==> src/verilog/pdrf_pkg.sv <==
// constants and types for the phase-detect and rf-switch configuration block
package pdrf_pkg;

  // ****************************************************************
  // bus map
  // ****************************************************************
  localparam int          ADDR_W        = 8;
  localparam logic [7:0]  OFS_CONFIG    = 8'h00;
  localparam logic [7:0]  OFS_PHASE     = 8'h04;
  localparam logic [7:0]  OFS_SWITCH    = 8'h08;
  localparam logic [7:0]  OFS_STATUS    = 8'h0c;
  localparam logic [1:0]  RESP_OKAY     = 2'h0;
  localparam logic [1:0]  RESP_SLVERR   = 2'h2;

  // ****************************************************************
  // control word layout
  // ****************************************************************
  localparam int          NIB_LSB       = 12;
  localparam logic [3:0]  NIB_PHASE     = 4'h7;
  localparam logic [3:0]  NIB_SWITCH    = 4'h8;
  localparam int          LPF_LSB       = 10;
  localparam int          STR_LSB       = 7;
  localparam int          TEST_BIT      = 6;
  localparam int          LEGACY_BIT    = 5;
  localparam int          RF_LSB        = 2;
  localparam int          FS_LSB        = 0;
  localparam int          ALT_BIT       = 0;
  localparam int          SW_D_MUTE     = 7;
  localparam int          SW_D_INV      = 6;
  localparam int          SW_C_MUTE     = 5;
  localparam int          SW_C_INV      = 4;
  localparam int          SW_B_MUTE     = 3;
  localparam int          SW_B_INV      = 2;
  localparam int          SW_A_MUTE     = 1;
  localparam int          SW_A_INV      = 0;

  // ****************************************************************
  // reset values and codes
  // ****************************************************************
  localparam logic [15:0] PHASE_RST     = 16'h7000;
  localparam logic [15:0] SWITCH_RST    = 16'h8000;
  localparam logic        ALT_RST       = 1'h0;
  localparam logic [2:0]  STRETCH_MAX   = 3'h4;
  localparam logic [2:0]  LEGACY_STEP   = 3'h0;
  localparam logic [1:0]  LEGACY_LPF    = 2'h0;
  localparam logic [1:0]  FS_UNUSED     = 2'h3;

  typedef struct packed {
    logic       legacy_compat_select;
    logic       phase_factory_test_bit;
    logic [2:0] phase_pulse_stretch_sel;
    logic [2:0] stretch_step;
    logic [1:0] phase_lpf_sel;
    logic [2:0] rf_lowpass_select;
    logic       rf_lowpass_en;
    logic [1:0] leadlag_start_freq_sel;
    logic [3:0] input_mute;
    logic [3:0] input_invert;
    logic       data_switch_active;
  } pdrf_dec_t;

endpackage : pdrf_pkg

==> src/verilog/pdrf_cfg_if.sv <==
// stored control words passed from the register file to the decoder
`timescale 1ns/100ps
`default_nettype none
interface pdrf_cfg_if;
  logic [15:0] phase_word;
  logic [15:0] switch_word;
  logic        alt_mode;
  logic        header_in;
  modport src (output phase_word, output switch_word, output alt_mode, output header_in);
  modport dec (input phase_word, input switch_word, input alt_mode, input header_in);
endinterface : pdrf_cfg_if
`default_nettype wire

==> src/verilog/pdrf_decode.sv <==
// decodes stored control words into registered analogue-path settings
`timescale 1ns/100ps
`default_nettype none
module pdrf_decode (
  input  wire logic           aclk,
  input  wire logic           aresetn,
  pdrf_cfg_if.dec             cfg,
  output var  pdrf_pkg::pdrf_dec_t dec
);
  import pdrf_pkg::*;

  // ****************************************************************
  // stretch code to rising step index
  // ****************************************************************
  function automatic logic [2:0] step_of(input logic [2:0] code, input logic alt);
    logic [2:0] c;
    c = (code > STRETCH_MAX) ? STRETCH_MAX : code;
    step_of = alt ? 3'(STRETCH_MAX - c) : c;
  endfunction : step_of

  pdrf_dec_t dec_d;
  pdrf_dec_t dec_q;
  logic      legacy;
  logic [2:0] str_code;

  always_comb begin
    legacy   = cfg.phase_word[LEGACY_BIT];
    str_code = cfg.phase_word[STR_LSB +: 3];
    dec_d    = '0;
    dec_d.legacy_compat_select   = legacy;
    dec_d.phase_factory_test_bit = cfg.phase_word[TEST_BIT];
    dec_d.phase_pulse_stretch_sel = str_code;
    if (cfg.alt_mode) begin
      dec_d.stretch_step  = step_of(str_code, 1'b1);
      dec_d.phase_lpf_sel = LEGACY_LPF;
    end else if (legacy) begin
      dec_d.stretch_step  = step_of(str_code, 1'b0);
      dec_d.phase_lpf_sel = cfg.phase_word[LPF_LSB +: 2];
    end else begin
      dec_d.stretch_step  = LEGACY_STEP;
      dec_d.phase_lpf_sel = LEGACY_LPF;
    end
    dec_d.rf_lowpass_select      = cfg.phase_word[RF_LSB +: 3];
    dec_d.rf_lowpass_en          = ~cfg.alt_mode;
    dec_d.leadlag_start_freq_sel = cfg.phase_word[FS_LSB +: 2];
    dec_d.input_mute   = {cfg.switch_word[SW_D_MUTE], cfg.switch_word[SW_C_MUTE],
                          cfg.switch_word[SW_B_MUTE], cfg.switch_word[SW_A_MUTE]};
    dec_d.input_invert = {cfg.switch_word[SW_D_INV], cfg.switch_word[SW_C_INV],
                          cfg.switch_word[SW_B_INV], cfg.switch_word[SW_A_INV]};
    dec_d.data_switch_active = ~cfg.header_in;
  end

  always_ff @(posedge aclk) begin
    if (!aresetn) begin
      dec_q <= '0;
    end else begin
      dec_q <= dec_d;
    end
  end

  assign dec = dec_q;
endmodule : pdrf_decode
`default_nettype wire

==> src/verilog/pdrf_top.sv <==
// axi4-lite register file for phase-detect filter control and data-channel switch words
//
// Overview of operation
// - stretch code 0..4 rises 1.9 to 30 ns; alternate mode reverses order
// - legacy select low ignores filter and stretch fields outside alternate mode, predecessor behaviour
// - legacy select high applies programmed stretch setting, and filter setting only outside alternate mode
// - rf low-pass field selects bandwidth; no effect in alternate mode
// - lead/lag start code 00/01/10 valid; code 11 never written
// - word with address nibble 1000 stored as data switch; used header low
// - switch bit 7 mutes input d
// - switch bit 6 inverts input d
// - switch bit 5 mutes input c
// - switch bit 4 inverts input c
// - switch bit 3 mutes input b
// - switch bit 2 inverts input b
// - switch bit 1 mutes input a
// - switch bit 0 inverts input a
`timescale 1ns/100ps
`default_nettype none
module pdrf_top (
  input  wire logic                       aclk,
  input  wire logic                       aresetn,
  input  wire logic [pdrf_pkg::ADDR_W-1:0] s_axi_awaddr,
  input  wire logic                       s_axi_awvalid,
  output logic                            s_axi_awready,
  input  wire logic [31:0]                s_axi_wdata,
  input  wire logic [3:0]                 s_axi_wstrb,
  input  wire logic                       s_axi_wvalid,
  output logic                            s_axi_wready,
  output logic [1:0]                      s_axi_bresp,
  output logic                            s_axi_bvalid,
  input  wire logic                       s_axi_bready,
  input  wire logic [pdrf_pkg::ADDR_W-1:0] s_axi_araddr,
  input  wire logic                       s_axi_arvalid,
  output logic                            s_axi_arready,
  output logic [31:0]                     s_axi_rdata,
  output logic [1:0]                      s_axi_rresp,
  output logic                            s_axi_rvalid,
  input  wire logic                       s_axi_rready,
  input  wire logic                       header_in,
  output logic                            alternate_mode_select,
  output logic                            legacy_compat_select,
  output logic                            phase_factory_test_bit,
  output logic [2:0]                      phase_pulse_stretch_sel,
  output logic [2:0]                      stretch_step,
  output logic [1:0]                      phase_lpf_sel,
  output logic [2:0]                      rf_lowpass_select,
  output logic                            rf_lowpass_en,
  output logic [1:0]                      leadlag_start_freq_sel,
  output logic                            data_switch_active,
  output logic                            input_d_mute,
  output logic                            input_d_invert,
  output logic                            input_c_mute,
  output logic                            input_c_invert,
  output logic                            input_b_mute,
  output logic                            input_b_invert,
  output logic                            input_a_mute,
  output logic                            input_a_invert
);
  import pdrf_pkg::*;

  // ****************************************************************
  // state
  // ****************************************************************
  typedef struct packed {
    logic              aw_held;
    logic [ADDR_W-1:0] aw_addr;
    logic              w_held;
    logic [31:0]       w_data;
    logic [3:0]        w_strb;
    logic              bvalid;
    logic [1:0]        bresp;
    logic              rvalid;
    logic [31:0]       rdata;
    logic [1:0]        rresp;
    logic              alt;
    logic [15:0]       phase;
    logic [15:0]       switch_w;
    logic [7:0]        reject_cnt;
  } pdrf_regs_t;

  pdrf_regs_t st_q;
  pdrf_regs_t st_d;
  pdrf_dec_t  dec;

  pdrf_cfg_if cfg ();

  // a control word counts only when both low byte lanes arrive with the right nibble
  function automatic logic word_ok(input logic [31:0] d, input logic [3:0] s,
                                   input logic [3:0] nib);
    word_ok = (s[1:0] == 2'h3) && (d[NIB_LSB +: 4] == nib);
  endfunction : word_ok

  function automatic logic [31:0] status_word(input pdrf_dec_t d, input logic [7:0] rej);
    status_word = {rej, 2'h0, d.data_switch_active, d.legacy_compat_select,
                   d.stretch_step, d.phase_lpf_sel, d.rf_lowpass_en,
                   d.leadlag_start_freq_sel, d.input_mute, d.input_invert, 4'h0};
  endfunction : status_word

  // ****************************************************************
  // next state
  // ****************************************************************
  logic do_write;
  logic do_read;

  always_comb begin
    st_d     = st_q;
    do_write = st_q.aw_held && st_q.w_held && !st_q.bvalid;
    do_read  = s_axi_arvalid && !st_q.rvalid;
    if (s_axi_awvalid && s_axi_awready) begin
      st_d.aw_held = 1'b1;
      st_d.aw_addr = s_axi_awaddr;
    end
    if (s_axi_wvalid && s_axi_wready) begin
      st_d.w_held = 1'b1;
      st_d.w_data = s_axi_wdata;
      st_d.w_strb = s_axi_wstrb;
    end
    if (st_q.bvalid && s_axi_bready) begin
      st_d.bvalid = 1'b0;
    end
    if (do_write) begin
      st_d.aw_held = 1'b0;
      st_d.w_held  = 1'b0;
      st_d.bvalid  = 1'b1;
      st_d.bresp   = RESP_OKAY;
      unique case (st_q.aw_addr)
        OFS_CONFIG: begin
          if (st_q.w_strb[0]) begin
            st_d.alt = st_q.w_data[ALT_BIT];
          end
        end
        OFS_PHASE: begin
          if (word_ok(st_q.w_data, st_q.w_strb, NIB_PHASE)) begin
            st_d.phase = st_q.w_data[15:0];
            if (st_q.w_data[FS_LSB +: 2] == FS_UNUSED) begin
              st_d.phase[FS_LSB +: 2] = st_q.phase[FS_LSB +: 2];
            end
          end else begin
            st_d.bresp      = RESP_SLVERR;
            st_d.reject_cnt = 8'(st_q.reject_cnt + 8'h1);
          end
        end
        OFS_SWITCH: begin
          if (word_ok(st_q.w_data, st_q.w_strb, NIB_SWITCH)) begin
            st_d.switch_w = {NIB_SWITCH, 4'h0, st_q.w_data[7:0]};
          end else begin
            st_d.bresp      = RESP_SLVERR;
            st_d.reject_cnt = 8'(st_q.reject_cnt + 8'h1);
          end
        end
        OFS_STATUS: begin
          st_d.bresp = RESP_SLVERR;
        end
        default: begin
          st_d.bresp = RESP_SLVERR;
        end
      endcase
    end
    if (st_q.rvalid && s_axi_rready) begin
      st_d.rvalid = 1'b0;
    end
    if (do_read) begin
      st_d.rvalid = 1'b1;
      st_d.rresp  = RESP_OKAY;
      unique case (s_axi_araddr)
        OFS_CONFIG: begin
          st_d.rdata = {31'h0, st_q.alt};
        end
        OFS_PHASE: begin
          st_d.rdata = 32'h0;
        end
        OFS_SWITCH: begin
          st_d.rdata = 32'h0;
        end
        OFS_STATUS: begin
          st_d.rdata = status_word(dec, st_q.reject_cnt);
        end
        default: begin
          st_d.rdata = 32'h0;
          st_d.rresp = RESP_SLVERR;
        end
      endcase
    end
  end

  always_ff @(posedge aclk) begin
    if (!aresetn) begin
      st_q            <= '0;
      st_q.alt        <= ALT_RST;
      st_q.phase      <= PHASE_RST;
      st_q.switch_w   <= SWITCH_RST;
    end else begin
      st_q <= st_d;
    end
  end

  // ****************************************************************
  // bus handshakes
  // ****************************************************************
  assign s_axi_awready = !st_q.aw_held;
  assign s_axi_wready  = !st_q.w_held;
  assign s_axi_bvalid  = st_q.bvalid;
  assign s_axi_bresp   = st_q.bresp;
  assign s_axi_arready = !st_q.rvalid;
  assign s_axi_rvalid  = st_q.rvalid;
  assign s_axi_rdata   = st_q.rdata;
  assign s_axi_rresp   = st_q.rresp;

  // ****************************************************************
  // decoder
  // ****************************************************************
  assign cfg.phase_word  = st_q.phase;
  assign cfg.switch_word = st_q.switch_w;
  assign cfg.alt_mode    = st_q.alt;
  assign cfg.header_in   = header_in;

  pdrf_decode u_decode (
    .aclk    (aclk),
    .aresetn (aresetn),
    .cfg     (cfg.dec),
    .dec     (dec)
  );

  // ****************************************************************
  // analogue-path outputs
  // ****************************************************************
  assign alternate_mode_select   = st_q.alt;
  assign legacy_compat_select    = dec.legacy_compat_select;
  assign phase_factory_test_bit  = dec.phase_factory_test_bit;
  assign phase_pulse_stretch_sel = dec.phase_pulse_stretch_sel;
  assign stretch_step            = dec.stretch_step;
  assign phase_lpf_sel           = dec.phase_lpf_sel;
  assign rf_lowpass_select       = dec.rf_lowpass_select;
  assign rf_lowpass_en           = dec.rf_lowpass_en;
  assign leadlag_start_freq_sel  = dec.leadlag_start_freq_sel;
  assign data_switch_active      = dec.data_switch_active;
  assign input_d_mute            = dec.input_mute[3];
  assign input_d_invert          = dec.input_invert[3];
  assign input_c_mute            = dec.input_mute[2];
  assign input_c_invert          = dec.input_invert[2];
  assign input_b_mute            = dec.input_mute[1];
  assign input_b_invert          = dec.input_invert[1];
  assign input_a_mute            = dec.input_mute[0];
  assign input_a_invert          = dec.input_invert[0];

endmodule : pdrf_top
`default_nettype wire
==> config.mk <==
export PLATFORM = sky130hd
export DESIGN_NAME = pdrf_top
export DESIGN_NICKNAME = d
export VERILOG_FILES = /design/src/verilog/pdrf_pkg.sv /design/src/verilog/pdrf_cfg_if.sv /design/src/verilog/pdrf_decode.sv /design/src/verilog/pdrf_top.sv
export SDC_FILE = /design/constraint.sdc
export NUM_CORES = 1
export LEC_CHECK = 0
export ABC_AREA = 1
export ABC_CLOCK_PERIOD_IN_PS = 1900
export BUFFER_PORTS_ARGS = -buffer_cell sky130_fd_sc_hd__clkbuf_2
export CORE_MARGIN = 2
export CORE_UTILIZATION = 45
export DETAILED_ROUTE_END_ITERATION = 7
export GPL_TIMING_DRIVEN = 0
export PLACE_DENSITY = 0.71
export SLEW_MARGIN = 20
export SYNTH_ARGS = -nofsm -noshare
export SYNTH_HDL_FRONTEND = slang
export SYNTH_SLANG_ARGS = --single-unit
==> constraint.sdc <==
create_clock -name aclk -period 1.9 [get_ports aclk]
set_clock_uncertainty 0.15 [all_clocks]
set_input_delay 0.095 -clock aclk [delete_from_list [all_inputs] [get_ports aclk]]
set_output_delay 0.095 -clock aclk [all_outputs]
set_load 0.02 [all_outputs]
## After elaboration in Yosys (flattened, before gate mapping)

Index checks and enable logic that the tools add are counted.
W data, S select, Z words.

- Bits of input ports: 60
- Output and inout bits: 67
- Register bits after elaboration: 120

- Reduce and logical (&&, ||, !) cells: 26
- Magnitude comparators: 1
- Bitwise gates (word level): 5
- Equal/unequal tests: 11
- Mux-type cells: 15
- Add/sub/neg operators: 2

Operators with widths:

| operator | count |
|---|---|
| $pmux W32 S2 | 1 |
| $mux W35 | 1 |
| $eq A8 B4 Y1 const B | 3 |
| $eq A8 B3 Y1 const B | 2 |
| $logic_not A8 Y1 | 2 |
| $mux W8 | 2 |
| $pmux W8 S2 | 1 |
| $mux W5 | 2 |
| $logic_and A1 B1 Y1 | 9 |
| $reduce_and A3 Y1 | 3 |
| $add A8 B1 Y8 const B | 1 |
| $reduce_and A4 Y1 | 2 |
| $mux W2 | 3 |
| $mux W3 | 2 |
| $pmux W2 S3 | 1 |
| $reduce_bool A2 Y1 | 3 |
| $not A1 Y1 | 5 |
| $eq A2 B2 Y1 const B | 2 |
| $eq A4 B3 Y1 const B | 1 |
| $eq A4 B4 Y1 const B | 1 |
| $logic_not A1 Y1 | 4 |
| $ne A2 B2 Y1 const B | 2 |
| $reduce_or A4 Y1 | 1 |
| $gt A3 B3 Y1 const B | 1 |
| 4 further kinds | 5 |

## Depth between registers and ports, before layout

- Depth in word-level cells: 5
- Depth in mapped cells: 10
- Depth with buffers taken out: 10

## Modules after synthesis

From an unflattened synthesis, not the netlist that was laid out.

- Cells, all modules: 614
- Area, all modules: 4664.5 um^2

By module, submodules not included:

| module | times used | area an instance (um^2) | cells each |
|---|---|---|---|
| pdrf_top | 1 | 3898.7 | 526 |
| pdrf_decode | 1 | 765.7 | 88 |

## Worst setup path after synthesis

Ideal clock, no wire load.

- Path kind: flip-flop to flip-flop
- Start: reg st_q, in the netlist s_axi_rvalid
- End: reg st_q, in the netlist s_axi_rdata[10]
- Slack: 361 ps
- Stages on the path, launching flop included: 7
- Arrival time: 1319 ps
- Setup time: 70 ps
- Buffers on the path: 1
- Required time: 1680 ps
- Cells stage by stage: dfxtp_1 -> inv_2 -> nand2_2 -> nor4_4 -> buf_6 -> nand2_1 -> a21oi_1

- Longest elaborated chain between the ends: 2

Ends and longest elaborated chain:

| what | line | text |
|---|---|---|
| from (decl) | pdrf_top.sv:82 | `pdrf_regs_t st_q;` |
| from (signal assigned) | pdrf_top.sv:194 | `st_q <= st_d;` |
| $logic_not A1 Y1 | n/a |  |
| via s_axi_arready | pdrf_top.sv:35 | `output logic s_axi_arready,` |
| $logic_and A1 B1 Y1 | pdrf_top.sv:109 | `do_read = s_axi_arvalid && !st_q.rvalid;` |

The timed path passes the listed nets, and every way through them passes these cells.
A chain may end at the register's enable or synchronous reset.

## Worst setup path in the final report

- Start: reg st_q, in the netlist s_axi_rvalid
- End: reg st_q, in the netlist s_axi_rdata[0]

- Longest elaborated chain between the ends: 2

Ends and longest elaborated chain:

| what | line |
|---|---|
| $logic_not A1 Y1 | pdrf_top.sv:109 |
| $logic_and A1 B1 Y1 | pdrf_top.sv:109 |

Every way passes these cells.

==> results summary <==
The flow ran to the end, and the final reports show no timing, DRC or antenna violations. In this design, the stage delay of the slowest critical-path cell is 0.59 ns. The pre-CTS setup slack came out at 0.2542 ns. The yosys synthesis warning count is 0. Net switching is 21.78% of the power. The number of buffer and inverter stages on the critical path came out at 3. The critical path's top delay family is buffers and inverters. Counting flops and latches in the post-synthesis netlist gives 113. For the pin with the worst max-slew slack, the measured transition is 0.5707 ns.

Along the worst path, the maximum fanout reaches 10. The power density relative to cell area came out at 1011 nW/um2. After clock tree synthesis, the clock-pin slew on the worst setup and hold paths is 0.06 ns. The count of distinct cell types in the synthesized netlist is 31. Buffers inserted during clock tree synthesis total 17. The share of total power dissipated in combinational logic is 6.6%.

Setup repair after global routing left no endpoint under its margin. The pin count of the biggest net entering global routing is 17. The post-detailed-routing wire length came out at 10960 um. Synthesis produced a netlist whose cell count is 576. Port buffering added 101 buffers. The antenna diode instance count came out at 0.

The aggregate negative setup slack is 0 ns. Summing the areas of all fa, ha and maj instances in the mapped netlist gives 0.2812% of the synthesized area. The detailed router's first-iteration violation count is 180.

In the layout the commonest cells are 116 x sky130_fd_sc_hd__nand2_1, 113 x sky130_fd_sc_hd__dfxtp_1, 102 x sky130_fd_sc_hd__clkbuf_2. The post-detailed-route DRC marker count is 0. The static leakage is 2.973 nW. Global routing consumed, on the met2 layer, 37.77% of the routing resources.

The mean instance size in the synthesized netlist is 7.724 um2. The worst setup path is of the reg -> reg kind. The maximum buffer depth of the clock tree came out at 2.

The final count of hold timing violations is 0. The maximum clock frequency is 0.5561 GHz. The sink count of the clock tree is 113. met2 is the most crowded layer.

For this run, the detailed router's first-pass iteration total came to 4. The first global-routing pass estimated 17350 um of wire. Summing the areas of all compound-gate instances in the mapped netlist gives 13.55% of the synthesized area. For met3 alone, demand over resource in global routing was 4.570%. In the final layout, the share of cells above drive strength 1 is 25.23%. The via count normalized by instance count came out at 4.682. The relative max-transition margin came out at 61.67%. The share of the synthesized netlist area taken by xor and xnor gates came out at 1.181%. After synthesis, the largest family of logic cells by area is simple AND/OR/NAND/NOR gates. The region available for standard cell placement spans 9684 um2. In this run the count of I/O pins placed on the die edge is 127. The initial standard-cell utilization of the core came out at 45.94%. The TritonCTS clock tree is built. The worst-case vdd ir drop came out at 0.6839 mV. The minimum period implied by the final worst setup slack is 1.798 ns.

The met1 usage in global routing is 23.89%. The critical path required time is 2.19 ns. The cell count after placement came out at 816.

The detailed-route via count is 4186. The filler cell count is 806. The aggregate global routing overflow came out at 0. The cell with the biggest individual delay on the critical path is sky130_fd_sc_hd__dlygate4sd3_1. The count of max-cap constraint violations came out at 0. For this run, the register share of the synthesized area comes to 50.84%. The number of levels the H-tree was split into came out at 4. The height of the die is 103.4 um. The number of pins with negative max-slew slack in the final report was 0. The worst setup path is captured at a flop.

The die span in x came out at 103.4 um. The later pin in the worst-skew pair is clocked with a latency of 0.51 ns. The area growth from synthesis to layout is 40.52%. Across all hold checks on the routed design, the worst slack comes to 0.1255 ns. The critical path goes through inv_2 > nand2_2 > buf_2 > nor2_2 > nand4_1 > dlygate4sd3_1 > a21oi_1. The setup violation total in the final timing report is 0. The die footprint is 10700 um2. The total internal power came out at 4.944 mW. Dividing the detail-routed wire length by the instance count gives 12.26 um. The HPWL reported at the end of detailed placement came out at 7347 um. After routing the design area is 6252 um2. The total power came out at 6.321 mW. The utilization after layout came out at 64.56%. The mux contribution to synthesized area came out at 0%. Summed over all nets, the switching power comes to 1.377 mW. After synthesis the cells add up to 4449 um2. Row generation in the floorplan step produced 36 rows. The period utilization came out at 94.64%.

The last weighted congestion value of the routability-driven placer came out at 0.8506. STA classifies the critical path startpoint as a flop. The number of global-route vias before repair was 3969. The initial antenna violation count came out at 0.

The clock root buffer master is sky130_fd_sc_hd__clkbuf_8. The worst hold path class is in -> reg. Per report_power, the sequential group accounts for 39.2% of the total. The count of nets left with antenna violations once routing finished came out at 0. The library cell used most frequently in the layout, excluding fill and tap cells, is sky130_fd_sc_hd__nand2_1. The simple-gate portion of the synthesized area came out at 20.25%. The worst endpoint data arrival time came out at 2.09 ns.

Setup slack on the critical path of the routed design comes to 0.1018 ns. The part of the power in the clock network came out at 54.2%. The final-stage net count came out at 809. The placed cell area is 5144 um2. The non-filler instance count after layout is 894.

The global routing usage summed across all routing layers came out at 21.25%.
-- final timing paths --
kind / from / end / slack, ns / depth (start not counted)
min reg2reg: cfg.switch_word[2]$_SDFFE_PN0P_ / u_decode.dec[2]$_SDFF_PN0_ / 0.28 / 2
min: header_in / u_decode.dec[0]$_SDFF_PN0_ / 0.13 / 3
max reg2reg: s_axi_rvalid$_SDFFE_PN0P_ / s_axi_rdata[0]$_SDFFE_PN0P_ / 0.10 / 7
max: s_axi_rvalid$_SDFFE_PN0P_ / s_axi_rdata[0]$_SDFFE_PN0P_ / 0.10 / 7
-- area by class of cell --
cell class	instances	area, um2	area share (%)
timing repair buffer	147	960.9	15.37
multi-input combinational	350	1598	25.56
clock buffer	19	441.7	7.064
clock inverter	13	207.7	3.322
inverter	61	229.0	3.662
buffer	58	386.6	6.184
tap	133	166.4	2.662
sequential	113	2262	36.18
-- power groups by stage --
stage / registers [mW] / logic (mW) / clock network (mW)
global placement: 2.52 / 0.325 / 0
floorplan: 2.52 / 0.221 / 0
finish: 2.48 / 0.418 / 3.42
detailed placement: 2.53 / 0.334 / 0
global route: 2.48 / 0.467 / 3.57
CTS: 2.48 / 0.409 / 3.45
-- routing by layer --
metal  up-vias  wire [um]
met2       127       5515
met5         -          0
li1       2115          -
met4         0        206
met3        20        611
met1      1924       4627
-- cell families (layout without fill, tap and decap cells) --
logic type	Yosys count	in the layout
xor+xnor	6	6
flops	113	113
compound gates	115	115
other cells	1	7
simple gates	221	221
fa+ha+maj	1	1
buf+inv	119	298
-- synth_stat cells (all sizes together) --
master | n | area [um2]
clkbuf | 14 | 52.55
conb | 1 | 3.750
o21ai | 49 | 249.0
nor2 | 85 | 331.6
nand2 | 119 | 454.2
clkinv | 1 | 3.750
inv | 60 | 225.2
nor3 | 4 | 31.28
buf | 44 | 332.8
or2 | 1 | 6.260
xor2 | 3 | 26.28
nand4 | 1 | 6.260
ha | 1 | 12.51
o21a | 8 | 60.06
a31oi | 1 | 6.260
dfxtp | 113 | 2262
nor4 | 1 | 21.27
xnor2 | 3 | 26.28
nand3 | 10 | 50.05
a211oi | 1 | 7.510
a21oi | 56 | 280.3
-- flip-flops by register name, indices dropped and copies added, names as in the netlist --
signal,flops
s_axi_rdata,27
u_decode.dec,25
s_axi_rvalid,1
alternate_mode_select,1
cfg.phase_word,12
st_q,36
s_axi_bresp,1
s_axi_rresp,1
cfg.switch_word,8
s_axi_bvalid,1
-- worst register-to-register path, delay by kind of cell, from the launching register on --
kind | cells | cell delay, ns
buffers and inverters | 3 | 0.85
DFF | 1 | 0.31
and+or+nand+nor | 3 | 0.30
AOI/OAI and AO/OA | 1 | 0.12
-- repair_timing --
item | CTS | global route
buffers inserted | 0 | 2
resized for setup | 0 | 3
hold endpoints to repair | 58 | 0
setup endpoints to repair | 0 | 3
hold buffers | 44 | 0
(Power assumes the default switching activity.)
